**src/logic/core_subset_pkg.sv**
```systemverilog
// Package for the instruction subset executer: encodings, widths, carriers.
// Assumes a 14-bit instruction word and a 7-bit file register address.
package core_subset_pkg;
  localparam int INSTR_W = 14;
  localparam int PC_W    = 13;
  localparam int FADDR_W = 7;
  localparam int DATA_W  = 8;
  localparam int STACK_D = 8;
  localparam int SP_W    = 3;

  // Opcode masks and match patterns
  localparam logic [INSTR_W-1:0] MASK_FD    = 14'h3F00;
  localparam logic [INSTR_W-1:0] MASK_STORE = 14'h3F80;
  localparam logic [INSTR_W-1:0] MASK_LIT2  = 14'h3C00;
  localparam logic [INSTR_W-1:0] MASK_LIT1  = 14'h3E00;
  localparam logic [INSTR_W-1:0] MASK_FULL  = 14'h3FFF;
  localparam logic [INSTR_W-1:0] OP_COPY    = 14'h0800;
  localparam logic [INSTR_W-1:0] OP_STORE   = 14'h0080;
  localparam logic [INSTR_W-1:0] OP_LOAD    = 14'h3000;
  localparam logic [INSTR_W-1:0] OP_RETLIT  = 14'h3400;
  localparam logic [INSTR_W-1:0] OP_SUBLIT  = 14'h3C00;
  localparam logic [INSTR_W-1:0] OP_ROTL    = 14'h0D00;
  localparam logic [INSTR_W-1:0] OP_ROTR    = 14'h0C00;
  localparam logic [INSTR_W-1:0] OP_RETIRQ  = 14'h0009;
  localparam logic [INSTR_W-1:0] OP_RETSUB  = 14'h0008;
  localparam logic [INSTR_W-1:0] OP_SLEEP   = 14'h0063;

  // Field positions
  localparam int DEST_BIT = 7;
  localparam int MSB_BIT  = 7;
  localparam int NIB_W    = 4;

  // Configuration word: location, and value of an unprogrammed cell
  localparam logic [PC_W:0]        CONFIG_ADDR  = 14'h2007;
  localparam logic [INSTR_W-1:0]   ALL_ONES     = 14'h3FFF;
  localparam logic [PC_W-1:0]      PC_RESET     = 13'h0000;
  localparam logic [DATA_W-1:0]    BYTE_ZERO    = 8'h00;
  localparam logic [PC_W-1:0]      PC_ONE       = 13'h0001;
  localparam logic [SP_W-1:0]      SP_ONE       = 3'h1;

  typedef struct packed {
    logic timeOut;
    logic powerDown;
    logic zero;
    logic digitCarry;
    logic carry;
  } status_type;

  typedef struct packed {
    logic               en;
    logic [FADDR_W-1:0] addr;
    logic [DATA_W-1:0]  data;
  } file_write_type;

  localparam status_type STATUS_RESET = '{timeOut: 1'b1, powerDown: 1'b1,
                                          zero: 1'b0, digitCarry: 1'b0, carry: 1'b0};
endpackage

```
**src/logic/core_subset_exec.sv**
```systemverilog
// Executes a subset of an 8-bit core's instructions: moves, literal loads,
// returns, rotates through carry, literal subtract, power-down entry.
// Assumes program memory returns the word at pc one cycle later on instr,
// and the file space returns the register at instr[6:0] combinationally.
//
// Notes on behaviour
// - Config word at 2007h reads 0 for programmed bits, 1 for unprogrammed.
// - file_copy moves register to accumulator (d=0) or itself (d=1), one cycle.
// - file_copy sets zero flag from moved value, so d=1 tests a register.
// - acc_store writes accumulator to register in one cycle, flags untouched.
// - literal_load puts the immediate into accumulator, one cycle, no flags.
// - interrupt_return pops stack into pc, sets global_irq_enable, two cycles.
// - literal_return loads immediate into accumulator and pc from stack_top.
// - Subroutine return pops stack into pc, two cycles, no flag change.
// - rotate_left_carry shifts register left through carry to chosen destination.
// - rotate_right_carry shifts right through carry; only carry changes.
// - Power-down clears watchdog_counter and its prescaler.
// - Power-down clears power_down_flag and sets time_out.
// - After power-down the core halts with oscillator stopped.
// - literal_minus_acc: k minus accumulator; carry, digit carry, zero updated.
`timescale 1ns/100ps
module core_subset_exec
  import core_subset_pkg::*;
(
  input  wire logic                  clk,
  input  wire logic                  rst,
  input  wire logic [INSTR_W-1:0]    instr,
  input  wire logic                  instrValid,
  input  wire logic [DATA_W-1:0]     fileRdData,
  input  wire logic                  stackPush,
  input  wire logic [PC_W-1:0]       pushAddr,
  input  wire logic                  wakePin,
  input  wire logic [PC_W:0]         cfgAddr,
  input  wire logic [INSTR_W-1:0]    cfgProgrammed,
  output logic [PC_W-1:0]            pc,
  output logic [DATA_W-1:0]          acc,
  output status_type                 status,
  output file_write_type             fileWrite,
  output logic                       globalIrqEnable,
  output logic                       watchdogClear,
  output logic                       oscHalt,
  output logic [INSTR_W-1:0]         cfgData
);

  logic [PC_W-1:0]   stackMem [STACK_D];
  logic [SP_W-1:0]   sp;
  logic              flush;
  logic              wakeMeta;
  logic              wakeSync;

  // Decode
  wire               exec      = instrValid && !flush && !oscHalt;
  wire               isCopy    = exec && ((instr & MASK_FD) == OP_COPY);
  wire               isStore   = exec && ((instr & MASK_STORE) == OP_STORE);
  wire               isLoad    = exec && ((instr & MASK_LIT2) == OP_LOAD);
  wire               isRetLit  = exec && ((instr & MASK_LIT2) == OP_RETLIT);
  wire               isSubLit  = exec && ((instr & MASK_LIT1) == OP_SUBLIT);
  wire               isRotL    = exec && ((instr & MASK_FD) == OP_ROTL);
  wire               isRotR    = exec && ((instr & MASK_FD) == OP_ROTR);
  wire               isRetIrq  = exec && ((instr & MASK_FULL) == OP_RETIRQ);
  wire               isRetSub  = exec && ((instr & MASK_FULL) == OP_RETSUB);
  wire               isSleep   = exec && ((instr & MASK_FULL) == OP_SLEEP);
  wire               isReturn  = isRetLit || isRetIrq || isRetSub;
  wire               isRot     = isRotL || isRotR;
  wire               toFile    = instr[DEST_BIT];
  wire [FADDR_W-1:0] fAddr     = instr[FADDR_W-1:0];
  wire [DATA_W-1:0]  lit       = instr[DATA_W-1:0];

  // Datapath results
  wire [DATA_W-1:0]  rotLeft   = {fileRdData[DATA_W-2:0], status.carry};
  wire [DATA_W-1:0]  rotRight  = {status.carry, fileRdData[DATA_W-1:1]};
  wire [DATA_W-1:0]  rotVal    = isRotL ? rotLeft : rotRight;
  wire               rotCarry  = isRotL ? fileRdData[MSB_BIT] : fileRdData[0];
  wire [DATA_W:0]    subWide   = {1'b0, lit} - {1'b0, acc};
  wire [DATA_W-1:0]  subVal    = subWide[DATA_W-1:0];
  wire               subCarry  = !subWide[DATA_W];
  wire               subDigit  = acc[NIB_W-1:0] <= lit[NIB_W-1:0];
  wire [SP_W-1:0]    spTop     = sp - SP_ONE;
  wire [PC_W-1:0]    stackTop  = stackMem[spTop];

  wire [DATA_W-1:0]  next_acc  =
      (isCopy && !toFile) ? fileRdData :
      (isRot && !toFile)  ? rotVal :
      (isLoad || isRetLit) ? lit :
      isSubLit ? subVal :
      acc;
  wire               fileWrSel = (isCopy && toFile) || isStore || (isRot && toFile);
  wire [DATA_W-1:0]  fileWrVal = isStore ? acc : (isRot ? rotVal : fileRdData);
  wire [PC_W-1:0]    next_pc   = isReturn ? stackTop : (oscHalt ? pc : pc + PC_ONE);

  // Wake pin comes from outside the clock domain
  always_ff @(posedge clk) begin
    if (rst) begin
      wakeMeta <= 1'b0;
      wakeSync <= 1'b0;
    end else begin
      wakeMeta <= wakePin;
      wakeSync <= wakeMeta;
    end
  end

  always_ff @(posedge clk) begin
    if (rst) begin
      acc <= BYTE_ZERO;
      pc  <= PC_RESET;
    end else begin
      acc <= next_acc;
      pc  <= next_pc;
    end
  end

  // Second return cycle fetches from the new pc; the stale word is dropped
  always_ff @(posedge clk) begin
    if (rst) begin
      flush <= 1'b0;
    end else begin
      flush <= isReturn;
    end
  end

  always_ff @(posedge clk) begin
    if (rst) begin
      fileWrite <= '0;
    end else begin
      fileWrite.en   <= fileWrSel;
      fileWrite.addr <= fAddr;
      fileWrite.data <= fileWrVal;
    end
  end

  always_ff @(posedge clk) begin
    if (rst) begin
      status <= STATUS_RESET;
    end else begin
      if (isCopy) begin
        status.zero <= (fileRdData == BYTE_ZERO);
      end
      if (isRot) begin
        status.carry <= rotCarry;
      end
      if (isSubLit) begin
        status.carry      <= subCarry;
        status.digitCarry <= subDigit;
        status.zero       <= (subVal == BYTE_ZERO);
      end
      if (isSleep) begin
        status.powerDown <= 1'b0;
        status.timeOut   <= 1'b1;
      end
    end
  end

  // Pops and pushes share one pointer; a pop wins if both arrive together
  always_ff @(posedge clk) begin
    if (rst) begin
      sp <= '0;
    end else if (isReturn) begin
      sp <= spTop;
    end else if (stackPush) begin
      sp <= sp + SP_ONE;
    end
  end

  for (genvar i = 0; i < STACK_D; i++) begin : gStack
    always_ff @(posedge clk) begin
      if (rst) begin
        stackMem[i] <= PC_RESET;
      end else if (stackPush && !isReturn && (sp == SP_W'(i))) begin
        stackMem[i] <= pushAddr;
      end
    end
  end

  always_ff @(posedge clk) begin
    if (rst) begin
      globalIrqEnable <= 1'b0;
      watchdogClear   <= 1'b0;
      oscHalt         <= 1'b0;
    end else begin
      if (isRetIrq) begin
        globalIrqEnable <= 1'b1;
      end
      watchdogClear <= isSleep;
      if (isSleep) begin
        oscHalt <= 1'b1;
      end else if (wakeSync) begin
        oscHalt <= 1'b0;
      end
    end
  end

  // Only the config location shows inverted cells; elsewhere reads blank
  always_ff @(posedge clk) begin
    if (rst) begin
      cfgData <= ALL_ONES;
    end else if (cfgAddr == CONFIG_ADDR) begin
      cfgData <= ~cfgProgrammed;
    end else begin
      cfgData <= ALL_ONES;
    end
  end

  a_config_invert: assert property (@(posedge clk) disable iff (rst)
    (cfgAddr == CONFIG_ADDR) |=> (cfgData == ~$past(cfgProgrammed)))
    else $error("config readback not inverted");
  a_copy_to_acc: assert property (@(posedge clk) disable iff (rst)
    (isCopy && !toFile) |=> (acc == $past(fileRdData)) && !fileWrite.en)
    else $error("file_copy to accumulator wrong");
  a_copy_zero_flag: assert property (@(posedge clk) disable iff (rst)
    isCopy |=> (status.zero == ($past(fileRdData) == BYTE_ZERO)))
    else $error("file_copy zero flag wrong");
  a_store_keeps_flags: assert property (@(posedge clk) disable iff (rst)
    isStore |=> fileWrite.en && (fileWrite.data == $past(acc)) && $stable(status))
    else $error("acc_store wrong");
  a_load_acc: assert property (@(posedge clk) disable iff (rst)
    isLoad |=> (acc == $past(lit)) && $stable(status))
    else $error("literal_load wrong");
  a_irq_return: assert property (@(posedge clk) disable iff (rst)
    isRetIrq |=> globalIrqEnable && (pc == $past(stackTop)) && (sp == $past(spTop)))
    else $error("interrupt_return wrong");
  a_lit_return: assert property (@(posedge clk) disable iff (rst)
    isRetLit |=> (acc == $past(lit)) && (pc == $past(stackTop)))
    else $error("literal_return wrong");
  a_sub_return: assert property (@(posedge clk) disable iff (rst)
    isRetSub |=> (pc == $past(stackTop)) && $stable(status))
    else $error("return wrong");
  a_rot_left: assert property (@(posedge clk) disable iff (rst)
    isRotL |=> (status.carry == $past(fileRdData[MSB_BIT])))
    else $error("rotate left carry wrong");
  a_rot_right: assert property (@(posedge clk) disable iff (rst)
    isRotR |=> (status.carry == $past(fileRdData[0])) && $stable(status.zero))
    else $error("rotate right carry wrong");
  a_sleep_watchdog: assert property (@(posedge clk) disable iff (rst)
    isSleep |=> watchdogClear ##1 !watchdogClear)
    else $error("watchdog clear pulse wrong");
  a_sleep_status: assert property (@(posedge clk) disable iff (rst)
    isSleep |=> status.timeOut && !status.powerDown)
    else $error("power-down status wrong");
  a_sleep_halt: assert property (@(posedge clk) disable iff (rst)
    (isSleep && !wakeSync) |=> oscHalt ##1 $stable(pc))
    else $error("core not halted");
  a_sub_flags: assert property (@(posedge clk) disable iff (rst)
    isSubLit |=> (status.carry == ($past(acc) <= $past(lit)))
                 && (acc == $past(lit) - $past(acc)))
    else $error("literal_minus_acc wrong");
  a_return_flush: assert property (@(posedge clk) disable iff (rst)
    isReturn |=> flush && !exec ##1 !flush)
    else $error("return did not discard prefetch");

endmodule

```
**config.mk**
```make
export PLATFORM = sky130hd
export DESIGN_NAME = core_subset_exec
export DESIGN_NICKNAME = d
export VERILOG_FILES = /design/src/logic/core_subset_pkg.sv /design/src/logic/core_subset_exec.sv
export SDC_FILE = /design/constraint.sdc
export NUM_CORES = 1
export LEC_CHECK = 0
export BUFFER_PORTS_ARGS = -buffer_cell sky130_fd_sc_hd__buf_2
export CAP_MARGIN = 25
export CORE_UTILIZATION = 50
export DETAILED_ROUTE_END_ITERATION = 8
export PLACE_DENSITY = 0.78
export SETUP_SLACK_MARGIN = 0.5
export SYNTH_ARGS = -nofsm -noshare
export SYNTH_HDL_FRONTEND = slang
export SYNTH_SLANG_ARGS = --single-unit
```
**constraint.sdc**
```tcl
create_clock -name clk -period 2.85 [get_ports clk]
set_input_delay 0.285 -clock clk [delete_from_list [all_inputs] [get_ports clk]]
set_output_delay 0.285 -clock clk [all_outputs]
set_load 0.005 [all_outputs]
```
==> results.sh <==
export IMPL_clockBufferDepth=2
export IMPL_synth_xor_area_share_pct=0.6382
export IMPL_fin_nets=961
export IMPL_max_freq_ghz=0.4363
export IMPL_synth_area_um2=8234
export IMPL_cts_buffers=17
export IMPL_clk_latency_ns=0.43
export IMPL_synth_top_area_cell="edfxtp_1"
export IMPL_antenna_found_initial=0
export IMPL_coreArea_um2=16000
export IMPL_synthFlopType="edfxtp_1"
export IMPL_p_total_mw=5.697
export IMPL_finalSetupTns_ns=0
export IMPL_yosysWarnings=0
export IMPL_io_pins=127
export IMPL_place_ws_ns=0.2684
export IMPL_crit_type="flop to flop"
export IMPL_hpwlAfterDp_um=13950
export IMPL_vdd_drop_max_uv=462.5
export IMPL_max_slew_margin_pct=43.95
export IMPL_cp_start_kind="flop"
export IMPL_clock_skew_ns=0.008736
export IMPL_area_growth_pct=19.24
export IMPL_p_leak_nw=4.090
export IMPL_min_path_type="input pin to flop"
export IMPL_end_kind="flop"
export IMPL_ff2ff_setup_slack_ns=0.56
export IMPL_highest_layer="met4"
export IMPL_drtPass1Iterations=7
export IMPL_place_area_um2=9158
export IMPL_route_met3_wl_um=1585
export IMPL_timing_max_cap_violations=0
export IMPL_path_clk_slew_ns=0.07
export IMPL_final_hold_viol_count=0
export IMPL_status="finished clean"
export IMPL_synth_area_leaders="edfxtp_1 (38%), dfxtp_1 (16%), mux4_2 (7.1%)"
export IMPL_cts_tree="built"
export IMPL_grt_setup_unrepaired="yes"
export IMPL_drt_initial_drc_count=537
export IMPL_drt_total_wl_um=20580
export IMPL_fin_ws_ns=0.5579
export IMPL_start_util_pct=51.46
export IMPL_overflow=0
export IMPL_fin_area_um2=9818
export IMPL_worstPathArrival_ns=2.66
export IMPL_synth_fp_nets=824
export IMPL_cts_sinks=168
export IMPL_dieArea_um2=16990
export IMPL_route_layer_met1_wl_um=8732
export IMPL_die_h_um=130.3
export IMPL_die_x_um=130.3
export IMPL_setup_viol=0
export IMPL_antenna_left=0
export IMPL_gp_congestion=0.9579
export IMPL_synth_cells=734
export IMPL_vias=6307
export IMPL_ys_seq_area_share_pct=53.49
export IMPL_avgSynthCellArea_um2=11.22
export IMPL_synthMuxAreaShare_pct=9.953
export IMPL_rows=46
export IMPL_drive_gt1_share_pct=25.79
export IMPL_synthSimpleGateAreaFrac_pct=19.53
export IMPL_synth_fa_ha_area_share_pct=3.434
export IMPL_fin_crit_sh_pct=80.42
export IMPL_grt_pass1_wl_um=31350
export IMPL_antenna_cells=0
export IMPL_slew_viol_final=0
export IMPL_met2WireLength_um=9838
export IMPL_wl_per_cell_um=18.71
export IMPL_via_per_inst=5.734
export IMPL_path_max_fanout=24
export IMPL_synth_edf_count=104
export IMPL_worst_pin_slew_ns=0.8377
export IMPL_portBuffers=125
export IMPL_async_flop_share_pct=0
export IMPL_ctsHtreeMaxLevel=4
export IMPL_grt_max_degree=40
export IMPL_synth_top_family_by_area="simple AND/OR/NAND/NOR gates"
export IMPL_netlist_area_leader_share_pct=37.93
export IMPL_root_buffer="clkbuf_16"
export IMPL_ys_seq_elements=168
export IMPL_drc=0
export IMPL_grt_usage_pct=24.94
export IMPL_synth_distinct_cells=58
export IMPL_fin_crit_ns=2.292
export IMPL_grt_pass1_vias=5881
export IMPL_synth_compound_area_share_pct=9.892
export IMPL_power_density_nw_per_um2=580.2
export IMPL_worst_endpoint_required_ns=3.22
-- layer usage --
layer  global-route usage [%]  vias to the layer above
met5                        0                        -
met4                    8.857                        0
met3                    5.822                       39
met2                    41.05                      299
met1                    32.29                     2986
li1                         -                     2983
-- cell families after synthesis --
group	Yosys count
AOI/OAI and AO/OA	122
xor gates and xnor gates	6
adders and majority gates	22
buffers and inverters	63
DFF	168
muxes	49
other	1
and+or+nand+nor	303
-- layout make-up --
class	count	area [µm²]
Fill cell	1302	6182
Inverter	22	82.58
Multi-Input combinational cell	503	3611
Clock buffer	19	432.9
Timing Repair Buffer	159	904.6
Clock inverter	13	111.4
Sequential cell	168	4405
Tap cell	216	270.3
-- stage by stage --
step / cells / hold slack (ns) / util, %
6_report: 1100 / 0.01393 / 61.36
5_1_grt: 1100 / 0.009735 / 61.36
4_1_cts: 1097 / 0.0002180 / 61.10
3_5_place_dp: 1059 / 0.4483 / 57.23
3_3_place_gp: 1059 / 0.4483 / 57.23
2_1_floorplan: 734 / 0.3469 / -
-- sequential cells by signal (all words and copies together), names as in the netlist --
register / count
stackMem: 104
fileWrite: 16
cfgData: 14
pc: 13
acc: 8
status: 4
sp: 3
flush: 1
globalIrqEnable: 1
oscHalt: 1
wakeMeta: 1
wakeSync: 1
watchdogClear: 1
-- cells in the mapped netlist (2+ instances only) --
library cell / instances
edfxtp_1: 104
and2_1: 67
dfxtp_1: 64
nor2_1: 58
nand2_1: 57
and3_1: 43
a21oi_1: 42
clkbuf_1: 30
mux4_2: 26
inv_1: 22
ha_1: 21
mux2i_1: 20
o21ai_0: 20
nand3_1: 16
nor3_1: 15
o211ai_1: 9
nor2b_1: 8
a211oi_1: 7
a21o_1: 7
buf_2: 7
nand2b_1: 6
nor4_1: 6
a31oi_1: 5
nand4_1: 5
nor4b_1: 5
o221a_2: 5
a221oi_1: 4
o22a_1: 4
or3_1: 4
or4_1: 4
xnor2_1: 4
a41o_1: 3
buf_1: 3
mux2_2: 3
or2_2: 3
a2bb2oi_1: 2
nor3b_1: 2
o32a_1: 2
xor2_1: 2
-- power by group --
| group | switching [mW] | internal [mW] | leakage (nW) | total, mW |
|---|---|---|---|---|
| Sequential | 0.0462 | 2.69 | 1.60 | 2.74 |
| Clock | 1.01 | 1.14 | 0.254 | 2.15 |
| Combinational | 0.461 | 0.350 | 2.23 | 0.811 |
| Total | 1.52 | 4.18 | 4.09 | 5.70 |
-- layout by cell type (no fill, tap or decap), types with 4 or more instances in the layout --
cell / count
or3_1: 4
and3_1: 42
a31oi_1: 5
and2_1: 67
clkbuf_16: 17
mux4_2: 26
dfxtp_1: 63
nand2_1: 57
nor2_1: 58
nand3_1: 16
nor4_1: 6
nor3_1: 13
mux2i_1: 20
a221oi_1: 4
nand4_1: 5
a21oi_1: 42
nor2b_1: 8
o211ai_1: 9
buf_2: 125
o21ai_0: 18
nand2b_1: 6
buf_4: 25
o221a_2: 5
o22a_1: 4
xnor2_1: 4
edfxtp_1: 104
dlygate4sd3_1: 8
inv_1: 22
clkinvlp_4: 4
a211oi_1: 7
a21o_1: 7
ha_1: 21
nor4b_1: 4
or4_1: 4
-- path summary, 6_finish.rpt --
path                            cells after the start            startpoint                    end
worst max-delay path                                6  oscHalt$_SDFFE_PP0P_    acc[0]$_SDFFE_PP0P_
worst min register to register                      2   acc[5]$_SDFFE_PP0P_    acc[5]$_SDFFE_PP0P_
worst min-delay path                                2      cfgProgrammed[1]  cfgData[1]$_SDFF_PP1_
worst max register to register                      6  oscHalt$_SDFFE_PP0P_    acc[0]$_SDFFE_PP0P_
-- repair_timing --
item	4_1_cts	5_1_grt
hold buffers	6	2
endpoints found under the setup margin	160	159
pin swaps	0	2
cloned	0	0
buffers inserted	0	1
gates resized for setup	3	4
hold endpoints to repair	6	2
-- worst max-delay path, cell delays in order (launching register included) --
cell and delay, ns:
dfxtp_1 0.35, buf_6 0.18, or3b_4 0.43, or3_4 0.40, or3_1 0.37, a311o_1 0.38, a21oi_2 0.13
Note: power is estimated with default switching activity, not from simulation.
